[src/core/pfs_pkg.sv]
// Constants shared by the port pin function select block
package pfs_pkg;
  localparam int PFS_PA_LINES = 12;
  localparam int PFS_PB_LINES = 10;
  localparam int PFS_SYNC_STAGES = 2;

  // Register indices on the plain register port
  localparam logic [2:0] PFS_IDX_PA_FIRST = 3'h0;
  localparam logic [2:0] PFS_IDX_PA_SECOND = 3'h1;
  localparam logic [2:0] PFS_IDX_PB_DIR = 3'h2;
  localparam logic [2:0] PFS_IDX_PB_HIGH = 3'h3;
  localparam logic [2:0] PFS_IDX_PB_LOW = 3'h4;

  // Writable bits; all others read as zero
  localparam logic [15:0] PFS_MASK_PA_FIRST = 16'h005F;
  localparam logic [15:0] PFS_MASK_PA_SECOND = 16'hFD75;
  localparam logic [15:0] PFS_MASK_PB_DIR = 16'h03FF;
  localparam logic [15:0] PFS_MASK_PB_HIGH = 16'h000F;
  localparam logic [15:0] PFS_MASK_PB_LOW = 16'hFFF5;

  // Values after power-on reset
  localparam logic [15:0] PFS_RST_PA_FIRST = 16'h0000;
  localparam logic [15:0] PFS_RST_PA_SECOND = 16'h0000;
  localparam logic [15:0] PFS_RST_PB_DIR = 16'h0000;
  localparam logic [15:0] PFS_RST_PB_HIGH = 16'h0000;
  localparam logic [15:0] PFS_RST_PB_LOW = 16'h0000;

  // Field positions, first port A register
  localparam int PFS_POS_L11 = 6;
  localparam int PFS_POS_L10 = 4;
  localparam int PFS_POS_L9 = 2;
  localparam int PFS_POS_L8 = 0;
  // Field positions, second port A register
  localparam int PFS_POS_L7 = 14;
  localparam int PFS_POS_L6 = 12;
  localparam int PFS_POS_L5 = 10;
  localparam int PFS_POS_L4 = 8;
  localparam int PFS_POS_L3 = 6;
  localparam int PFS_POS_L2 = 4;
  localparam int PFS_POS_L1 = 2;
  localparam int PFS_POS_L0 = 0;

  // Two-bit select codes
  localparam logic [1:0] PFS_SEL_GPIO = 2'h0;
  localparam logic [1:0] PFS_SEL_ALT1 = 2'h1;
  localparam logic [1:0] PFS_SEL_ALT2 = 2'h2;
  localparam logic [1:0] PFS_SEL_ALT3 = 2'h3;
endpackage : pfs_pkg

[src/core/pfs_pb_lane.sv]
// Port B single pin output selection
`timescale 1ns/1ps
module pfs_pb_lane (
  input wire logic [1:0] field,
  input wire logic forced,
  input wire logic dir,
  input wire logic gpio_out,
  input wire logic periph_out,
  input wire logic periph_oe,
  output logic out,
  output logic oe,
  output logic is_gpio
);
  // Mode override wins over the register field
  assign is_gpio = (field == pfs_pkg::PFS_SEL_GPIO) && !forced;
  // Direction counts only while general I/O is selected
  assign oe = is_gpio ? dir : periph_oe;
  assign out = is_gpio ? gpio_out : periph_out;
endmodule : pfs_pb_lane

[src/core/pfs_sync.sv]
// Two flip-flop synchroniser for pin inputs
`timescale 1ns/1ps
module pfs_sync #(
  parameter int W = 1
) (
  input wire logic clk_sys,
  input wire logic rst_b,
  input wire logic [W-1:0] din,
  output logic [W-1:0] dout
);
  typedef struct packed {
    logic [W-1:0] meta;
    logic [W-1:0] sync;
  } pfs_sync_s;

  pfs_sync_s st_reg;
  pfs_sync_s st_next;

  always_comb begin
    st_next.meta = din;
    // First stage only feeds the second
    st_next.sync = st_reg.meta;
  end

  always_ff @(posedge clk_sys) begin
    if (!rst_b) begin
      st_reg <= '0;
    end else begin
      st_reg <= st_next;
    end
  end

  assign dout = st_reg.sync;
endmodule : pfs_sync

[src/core/pfs_top.sv]
// Port A and port B pin function multiplexer with its select registers
// Operation
// - Line 11: bit 6 picks chip select 1; single chip keeps general I/O.
// - Line 10: bit 4 picks chip select 0; single chip keeps general I/O.
// - ROM invalid mode gives chip selects on lines 11, 10 even when cleared, except in single chip mode.
// - Line 9 field: I/O, timer clock D, interrupt 3, reserved.
// - Line 8 field: I/O, timer clock C, interrupt 2, reserved.
// - Line 7 field: I/O, timer clock B, chip select 3, reserved.
// - Line 6 field: I/O, timer clock A, chip select 2, reserved.
// - Line 5 field: I/O, serial clock 1, DMA request 1, interrupt 1.
// - Line 4 bit: I/O or serial 1 transmit output.
// - Line 3 bit: I/O or serial 1 receive input.
// - Line 2 field: I/O, serial clock 0, DMA request 0, interrupt 0.
// - Line 1 picks serial 0 transmit, line 0 serial 0 receive.
// - Reserved bits read zero; software writes them only as zero.
// - Port B direction holds ten bits; upper six read zero.
// - General I/O port B pin: direction 1 output, 0 input.
// - Direction bit ignored when another function is selected.
// - Only power-on reset clears port B direction to zero.
// - High port B register serves top two lines, low one the rest.
// - Operating mode may override port B bus and address selections.
// - Both port B function registers clear only on power-on reset.
// - Second port A register clears only on power-on reset.
//
// Our own choices: the register offsets and the strobed register port.
`timescale 1ns/1ps
module pfs_top (
  input wire logic clk_sys,
  input wire logic rst_b,
  input wire logic [2:0] reg_addr,
  input wire logic [15:0] reg_wdata,
  input wire logic reg_wr,
  input wire logic reg_rd,
  output logic [15:0] reg_rdata,
  input wire logic single_chip_mode,
  input wire logic rom_invalid_mode,
  input wire logic [11:0] porta_pin_in,
  output logic [11:0] porta_pin_out,
  output logic [11:0] porta_pin_oe,
  input wire logic [11:0] porta_gpio_out,
  input wire logic [11:0] porta_gpio_oe,
  input wire logic [3:0] chip_select_out_n,
  input wire logic serial_tx_ch0,
  input wire logic serial_tx_ch1,
  input wire logic [1:0] serial_clock_out,
  input wire logic [1:0] serial_clock_oe,
  output logic [3:0] timer_clock_in,
  output logic [3:0] ext_interrupt,
  output logic [1:0] serial_rx,
  output logic [1:0] serial_clock_in,
  output logic [1:0] dma_request,
  input wire logic [9:0] portb_pin_in,
  output logic [9:0] portb_pin_out,
  output logic [9:0] portb_pin_oe,
  output logic [9:0] portb_pin_sync,
  output logic [9:0] portb_gpio_sel,
  input wire logic [9:0] portb_gpio_out,
  input wire logic [9:0] portb_periph_out,
  input wire logic [9:0] portb_periph_oe,
  input wire logic [9:0] portb_mode_force
);
  typedef struct packed {
    logic [15:0] pa_first;
    logic [15:0] pa_second;
    logic [15:0] pb_dir;
    logic [15:0] pb_high;
    logic [15:0] pb_low;
    logic [15:0] rdata;
    logic [11:0] pa_out;
    logic [11:0] pa_oe;
    logic [9:0] pb_out;
    logic [9:0] pb_oe;
    logic [9:0] pb_gpio;
    logic [3:0] tclk;
    logic [3:0] irq;
    logic [1:0] rx;
    logic [1:0] sck;
    logic [1:0] dreq;
  } pfs_top_s;

  pfs_top_s st_reg;
  pfs_top_s st_next;

  logic [11:0] pa_sync;
  logic [9:0] pb_out_c;
  logic [9:0] pb_oe_c;
  logic [9:0] pb_gpio_c;
  logic [1:0] sel9;
  logic [1:0] sel8;
  logic [1:0] sel7;
  logic [1:0] sel6;
  logic [1:0] sel5;
  logic [1:0] sel2;
  logic cs1_on;
  logic cs0_on;

  pfs_sync #(.W(pfs_pkg::PFS_PA_LINES)) u_pa_sync (
    .clk_sys(clk_sys),
    .rst_b(rst_b),
    .din(porta_pin_in),
    .dout(pa_sync)
  );

  pfs_sync #(.W(pfs_pkg::PFS_PB_LINES)) u_pb_sync (
    .clk_sys(clk_sys),
    .rst_b(rst_b),
    .din(portb_pin_in),
    .dout(portb_pin_sync)
  );

  assign sel9 = st_reg.pa_first[pfs_pkg::PFS_POS_L9 +: 2];
  assign sel8 = st_reg.pa_first[pfs_pkg::PFS_POS_L8 +: 2];
  assign sel7 = st_reg.pa_second[pfs_pkg::PFS_POS_L7 +: 2];
  assign sel6 = st_reg.pa_second[pfs_pkg::PFS_POS_L6 +: 2];
  assign sel5 = st_reg.pa_second[pfs_pkg::PFS_POS_L5 +: 2];
  assign sel2 = st_reg.pa_second[pfs_pkg::PFS_POS_L2 +: 2];

  // Single chip mode has no external bus, so it beats ROM invalid mode
  assign cs1_on = !single_chip_mode && (st_reg.pa_first[pfs_pkg::PFS_POS_L11] || rom_invalid_mode);
  assign cs0_on = !single_chip_mode && (st_reg.pa_first[pfs_pkg::PFS_POS_L10] || rom_invalid_mode);

  // Top two lines use the high register, the rest the low one
  function automatic logic [1:0] pb_field(input int i, input logic [15:0] hi, input logic [15:0] lo);
    logic [1:0] f;
    f = 2'h0;
    if (i >= 8) begin
      f = hi[2*(i-8) +: 2];
    end else if (i >= 2) begin
      f = lo[2*i +: 2];
    end else begin
      f = {1'b0, lo[2*i]};
    end
    return f;
  endfunction : pb_field

  for (genvar g = 0; g < pfs_pkg::PFS_PB_LINES; g++) begin : g_pb
    pfs_pb_lane u_lane (
      .field(pb_field(g, st_reg.pb_high, st_reg.pb_low)),
      .forced(portb_mode_force[g]),
      .dir(st_reg.pb_dir[g]),
      .gpio_out(portb_gpio_out[g]),
      .periph_out(portb_periph_out[g]),
      .periph_oe(portb_periph_oe[g]),
      .out(pb_out_c[g]),
      .oe(pb_oe_c[g]),
      .is_gpio(pb_gpio_c[g])
    );
  end

  always_comb begin
    st_next = st_reg;
    st_next.rdata = 16'h0000;
    // Masking keeps reserved bits at zero whatever software writes
    if (reg_wr) begin
      unique case (reg_addr)
        pfs_pkg::PFS_IDX_PA_FIRST: st_next.pa_first = reg_wdata & pfs_pkg::PFS_MASK_PA_FIRST;
        pfs_pkg::PFS_IDX_PA_SECOND: st_next.pa_second = reg_wdata & pfs_pkg::PFS_MASK_PA_SECOND;
        pfs_pkg::PFS_IDX_PB_DIR: st_next.pb_dir = reg_wdata & pfs_pkg::PFS_MASK_PB_DIR;
        pfs_pkg::PFS_IDX_PB_HIGH: st_next.pb_high = reg_wdata & pfs_pkg::PFS_MASK_PB_HIGH;
        pfs_pkg::PFS_IDX_PB_LOW: st_next.pb_low = reg_wdata & pfs_pkg::PFS_MASK_PB_LOW;
        default: ;
      endcase
    end
    if (reg_rd) begin
      unique case (reg_addr)
        pfs_pkg::PFS_IDX_PA_FIRST: st_next.rdata = st_reg.pa_first;
        pfs_pkg::PFS_IDX_PA_SECOND: st_next.rdata = st_reg.pa_second;
        pfs_pkg::PFS_IDX_PB_DIR: st_next.rdata = st_reg.pb_dir;
        pfs_pkg::PFS_IDX_PB_HIGH: st_next.rdata = st_reg.pb_high;
        pfs_pkg::PFS_IDX_PB_LOW: st_next.rdata = st_reg.pb_low;
        default: st_next.rdata = 16'h0000;
      endcase
    end

    // General I/O unless a line is claimed below
    st_next.pa_out = porta_gpio_out;
    st_next.pa_oe = porta_gpio_oe;
    st_next.tclk = 4'h0;
    st_next.irq = 4'h0;
    st_next.rx = 2'h0;
    st_next.sck = 2'h0;
    st_next.dreq = 2'h0;

    if (cs1_on) begin
      st_next.pa_out[11] = chip_select_out_n[1];
      st_next.pa_oe[11] = 1'b1;
    end
    if (cs0_on) begin
      st_next.pa_out[10] = chip_select_out_n[0];
      st_next.pa_oe[10] = 1'b1;
    end
    // Reserved codes fall back to general I/O
    if (sel9 == pfs_pkg::PFS_SEL_ALT1) begin
      st_next.tclk[3] = pa_sync[9];
      st_next.pa_oe[9] = 1'b0;
    end else if (sel9 == pfs_pkg::PFS_SEL_ALT2) begin
      st_next.irq[3] = pa_sync[9];
      st_next.pa_oe[9] = 1'b0;
    end
    if (sel8 == pfs_pkg::PFS_SEL_ALT1) begin
      st_next.tclk[2] = pa_sync[8];
      st_next.pa_oe[8] = 1'b0;
    end else if (sel8 == pfs_pkg::PFS_SEL_ALT2) begin
      st_next.irq[2] = pa_sync[8];
      st_next.pa_oe[8] = 1'b0;
    end
    if (sel7 == pfs_pkg::PFS_SEL_ALT1) begin
      st_next.tclk[1] = pa_sync[7];
      st_next.pa_oe[7] = 1'b0;
    end else if (sel7 == pfs_pkg::PFS_SEL_ALT2 && !single_chip_mode) begin
      st_next.pa_out[7] = chip_select_out_n[3];
      st_next.pa_oe[7] = 1'b1;
    end
    if (sel6 == pfs_pkg::PFS_SEL_ALT1) begin
      st_next.tclk[0] = pa_sync[6];
      st_next.pa_oe[6] = 1'b0;
    end else if (sel6 == pfs_pkg::PFS_SEL_ALT2 && !single_chip_mode) begin
      st_next.pa_out[6] = chip_select_out_n[2];
      st_next.pa_oe[6] = 1'b1;
    end
    if (sel5 == pfs_pkg::PFS_SEL_ALT1) begin
      st_next.sck[1] = pa_sync[5];
      st_next.pa_out[5] = serial_clock_out[1];
      st_next.pa_oe[5] = serial_clock_oe[1];
    end else if (sel5 == pfs_pkg::PFS_SEL_ALT2 && !single_chip_mode) begin
      st_next.dreq[1] = pa_sync[5];
      st_next.pa_oe[5] = 1'b0;
    end else if (sel5 == pfs_pkg::PFS_SEL_ALT3) begin
      st_next.irq[1] = pa_sync[5];
      st_next.pa_oe[5] = 1'b0;
    end
    if (st_reg.pa_second[pfs_pkg::PFS_POS_L4]) begin
      st_next.pa_out[4] = serial_tx_ch1;
      st_next.pa_oe[4] = 1'b1;
    end
    if (st_reg.pa_second[pfs_pkg::PFS_POS_L3]) begin
      st_next.rx[1] = pa_sync[3];
      st_next.pa_oe[3] = 1'b0;
    end
    if (sel2 == pfs_pkg::PFS_SEL_ALT1) begin
      st_next.sck[0] = pa_sync[2];
      st_next.pa_out[2] = serial_clock_out[0];
      st_next.pa_oe[2] = serial_clock_oe[0];
    end else if (sel2 == pfs_pkg::PFS_SEL_ALT2 && !single_chip_mode) begin
      st_next.dreq[0] = pa_sync[2];
      st_next.pa_oe[2] = 1'b0;
    end else if (sel2 == pfs_pkg::PFS_SEL_ALT3) begin
      st_next.irq[0] = pa_sync[2];
      st_next.pa_oe[2] = 1'b0;
    end
    if (st_reg.pa_second[pfs_pkg::PFS_POS_L1]) begin
      st_next.pa_out[1] = serial_tx_ch0;
      st_next.pa_oe[1] = 1'b1;
    end
    if (st_reg.pa_second[pfs_pkg::PFS_POS_L0]) begin
      st_next.rx[0] = pa_sync[0];
      st_next.pa_oe[0] = 1'b0;
    end

    st_next.pb_out = pb_out_c;
    st_next.pb_oe = pb_oe_c;
    st_next.pb_gpio = pb_gpio_c;
  end

  // rst_b is the power-on reset; other resets never reach these registers
  always_ff @(posedge clk_sys) begin
    if (!rst_b) begin
      st_reg <= '0;
      st_reg.pa_first <= pfs_pkg::PFS_RST_PA_FIRST;
      st_reg.pa_second <= pfs_pkg::PFS_RST_PA_SECOND;
      st_reg.pb_dir <= pfs_pkg::PFS_RST_PB_DIR;
      st_reg.pb_high <= pfs_pkg::PFS_RST_PB_HIGH;
      st_reg.pb_low <= pfs_pkg::PFS_RST_PB_LOW;
    end else begin
      st_reg <= st_next;
    end
  end

  assign reg_rdata = st_reg.rdata;
  assign porta_pin_out = st_reg.pa_out;
  assign porta_pin_oe = st_reg.pa_oe;
  assign portb_pin_out = st_reg.pb_out;
  assign portb_pin_oe = st_reg.pb_oe;
  assign portb_gpio_sel = st_reg.pb_gpio;
  assign timer_clock_in = st_reg.tclk;
  assign ext_interrupt = st_reg.irq;
  assign serial_rx = st_reg.rx;
  assign serial_clock_in = st_reg.sck;
  assign dma_request = st_reg.dreq;
endmodule : pfs_top

[config.mk]
export PLATFORM = sky130hd
export DESIGN_NAME = pfs_top
export DESIGN_NICKNAME = d
export VERILOG_FILES = /design/src/core/pfs_pkg.sv /design/src/core/pfs_pb_lane.sv /design/src/core/pfs_sync.sv /design/src/core/pfs_top.sv
export SDC_FILE = /design/constraint.sdc
export NUM_CORES = 1
export LEC_CHECK = 0
export BUFFER_PORTS_ARGS = -buffer_cell sky130_fd_sc_hd__buf_2
export CELL_PAD_IN_SITES_DETAIL_PLACEMENT = 1
export CELL_PAD_IN_SITES_GLOBAL_PLACEMENT = 1
export CORE_MARGIN = 5
export CORE_UTILIZATION = 31
export CTS_CLUSTER_SIZE = 25
export DETAILED_ROUTE_END_ITERATION = 7
export PLACE_DENSITY = 0.72
export SLEW_MARGIN = 25
export SYNTH_ARGS = -nofsm -noshare
export SYNTH_HDL_FRONTEND = slang
export SYNTH_SLANG_ARGS = --single-unit
[constraint.sdc]
create_clock -name clk_sys -period 2.25 [get_ports clk_sys]
set_input_delay 0.45 -clock clk_sys [delete_from_list [all_inputs] [get_ports clk_sys]]
set_output_delay 0.45 -clock clk_sys [all_outputs]
set_load 0.02 [all_outputs]
==> out/results.txt <==
The critical path contains buffers and inverters numbering 2 combined. The logs give 0 for the count of pins over their slew limit and 0.454 for the register share of total power. The count of buffers added on input and output ports is 210.

No sink is reached through more buffers than the 2 on the longest clock path. The worst hold margin is 0.226 ns. Entering global routing, the biggest net connects 72 pins. Setup repair after global routing left no endpoint under its margin.

The run gives 4 as the number of H-tree branching levels. Fraction of final layout cells with drive strength greater than 1: 0.327. In this run the power spent charging and discharging nets is 1.62 mW. The final layout contains routed wiring with a total length of 16900 µm. The delay of the slowest cell on the worst path works out to 0.52 ns.

Worst slew slack as a fraction of its limit: 0.537. The synthesized design contains 166 register bits. In the final design database the tool counted 906 nets.

Once detail routing completed, the nets flagged for antenna violations numbered 0. The tools report the violation count after the first detailed-route iteration as 155. Cell family with the largest share of critical-path delay: simple AND/OR/NAND/NOR gates. The floorplan has 52 rows. The die boundary width works out to 155 µm.

The logs give 0 for the Yosys warning count and 704 MHz for the upper clock frequency limit. The flow ran to the end, and the final reports show no timing, DRC or antenna violations. The data arrival time of the critical path is 1.76 ns. The overall global routing resource usage was 0.142. The pre-antenna-repair detailed-routing pass consisted of 4 iterations.

After synthesis the cells add up to 6480 µm². The run gives 0.42 ns as the clock insertion delay at the later pin of the skew report. The die footprint was 23900 µm²; the net count after synthesis was 779. The library cell used most frequently in the layout, excluding fill and tap cells, is sky130_fd_sc_hd__buf_2.

The overall via count from detail_route came out at 4709. From bottom edge to top edge, the die measures 155 µm. TritonCTS built the clock tree.

The most used flip-flop cell after synthesis was sky130_fd_sc_hd__dfxtp_1. The internal power of the cells totals 5.17 mW. The signal on the critical path passes through buf_2, buf_4, and4bb_2, nand2_1, a21boi_0. The number of setup buffers added after CTS is 0. TritonCTS created 17 clock buffers. Yosys mapped a number of flops with a built-in enable equal to 0. The path class of the lowest-slack min-delay path was in2reg. The congestion estimate from routability-driven global placement came to 0.757.

Clock-pin slew was measured on the worst setup and hold paths at 0.07 ns. Buffers inserted to repair hold after CTS numbered 0. The final worst-path cycle share is 0.631. The async set-reset flop share out of synthesis works out to 0. Core outline area: 20400 µm².

Dividing the detail-routed via count by the number of cells gives 4.41. Yosys mapped the design onto 38 distinct sky130hd cell types. During I/O placement, the number of pins put on the boundary was 215. The top fanout value on the critical path is 19, and the data required time of the worst path is 2.59 ns. The logs give 0 for the post-route DRC violation count and 3.44 nW for the leakage power total.

Power spread over the standard cell area amounts to 864 nW/µm². The tools report the buffer cell driving the clock tree root as sky130_fd_sc_hd__clkbuf_16. The register with the most flip-flops in the layout has 34 of them.

Synthesis handed over a netlist of 658 instances. The run gives 0.513 as the sequential fraction of the synthesis area. The nature of the critical path endpoint was a register. The tools report the number of antenna violations at the first check in global routing as 1. The worst path needs 1.42 ns of the cycle, external delays included. The HPWL after detailed placement was 12900 µm; the share of power burned in combinational logic was 0.080. The tools report the worst clock skew as 0.00613 ns. Across the run, the number of max-cap violations was 0. The switching power share of the total came out at 0.238. For the final hold violation count, the log shows 0. STA classifies the critical path startpoint as an input port.

The worst-case IR drop observed on VDD is 475 µV. By startpoint and endpoint, the worst setup path is classified as in2reg. The top cell types in the final layout, fill and taps aside, are sky130_fd_sc_hd__buf_2, sky130_fd_sc_hd__dfxtp_1, sky130_fd_sc_hd__nand2_1. Adding up every negative setup slack in the final design gives 0 ns. Dividing the synthesized area by the synthesized cell count gives 9.84 µm². CTS saw 166 sinks.

The first global-routing pass estimated 26800 µm of wire. The tools report the via count of the first global-routing pass as 4942. The total overflow left after global routing is 0. The total power of the final layout was 6.79 mW. For the pin with the worst max-slew slack, the measured transition is 0.689 ns. Compared with the post-synthesis result, the final layout area differs by 21.4%. The tools report the post-cts gate resize count as 0. For the total of endpoints with negative setup slack in the final report, the log shows 0. The detail-routed net length per standard cell was 15.8 µm. Among all stages on the critical path, the largest delay is contributed by sky130_fd_sc_hd__and4bb_2. The initial core utilization is 0.317, and the clock power share is 0.466.
-- final cells by class --
type                            count  area, µm²
Multi-Input combinational cell    375       2380
Tap cell                          270        338
Clock inverter                     15        219
Timing Repair Buffer              222       1160
Fill cell                        2391      12600
Clock buffer                       17        425
Sequential cell                   166       3320
Inverter                            3       11.3
Antenna cell                        1       2.50
-- path summary, 6_finish.rpt --
path                                                      start                           end  slack, ns  cells past startpoint
worst max-delay path                                reg_addr[0]       st_reg[98]$_SDFFE_PN0P_       0.83                      5
worst min-delay path                           porta_gpio_oe[1]    porta_pin_oe[1]$_SDFF_PN0_       0.23                      2
worst max register to register         st_reg[100]$_SDFFE_PN0P_    portb_pin_oe[8]$_SDFF_PN0_       0.91                      3
worst min register to register  u_pa_sync.st_next[6]$_SDFF_PN0_  u_pa_sync.dout[6]$_SDFF_PN0_       0.43                      1
-- cell usage after synthesis, types with 11 or more instances --
cell type                  number  area share
sky130_fd_sc_hd__dfxtp_1      166        0.51
sky130_fd_sc_hd__nand2_1       93       0.054
sky130_fd_sc_hd__buf_4         84       0.097
sky130_fd_sc_hd__and2_1        50       0.048
sky130_fd_sc_hd__a21boi_0      43       0.050
sky130_fd_sc_hd__nor2b_1       42       0.041
sky130_fd_sc_hd__mux2i_1       36       0.056
sky130_fd_sc_hd__clkbuf_1      17      0.0099
sky130_fd_sc_hd__nor3_1        14       0.011
sky130_fd_sc_hd__nor2_1        13      0.0075
sky130_fd_sc_hd__buf_2         11      0.0085
-- logic make-up (layout without fill, tap and decap cells) --
group	after synthesis	after routing	share of synthesized area
muxes	40	40	0.0626
AOI/OAI and AO/OA	80	80	0.0898
xor gates and xnor gates	2	2	0.00271
and+or+nand+nor	253	253	0.213
buffers and inverters	117	257	0.119
other	0	1	0
DFF	166	166	0.513
-- metrics by stage --
step                      area (µm²)  cells  worst slack, ns   util
after floorplan                 6480    658            0.774      -
after global placement          7210   1036            0.474  0.353
after detailed placement        7210   1036            0.394  0.353
after CTS                       7860   1068            0.853  0.385
after global routing            7860   1069            0.739  0.385
final                           7860   1069            0.829  0.385
-- layer usage --
layer  vias to the layer above  global-route usage  share of wire
met5                         -                   0              0
met4                         0              0.0357         0.0097
met3                        16              0.0592          0.083
met2                       147               0.220           0.45
met1                      2203               0.184           0.46
li1                       2343                   -              -
-- power groups by stage --
stage	combinational [mW]	sequential [mW]	clock (mW)
detailed placement	0.553	3.15	0
CTS	0.555	3.08	3.27
global route	0.598	3.09	3.40
floorplan	0.372	3.15	0
global placement	0.543	3.15	0
finish	0.542	3.08	3.17
(Power assumes the default switching activity.)
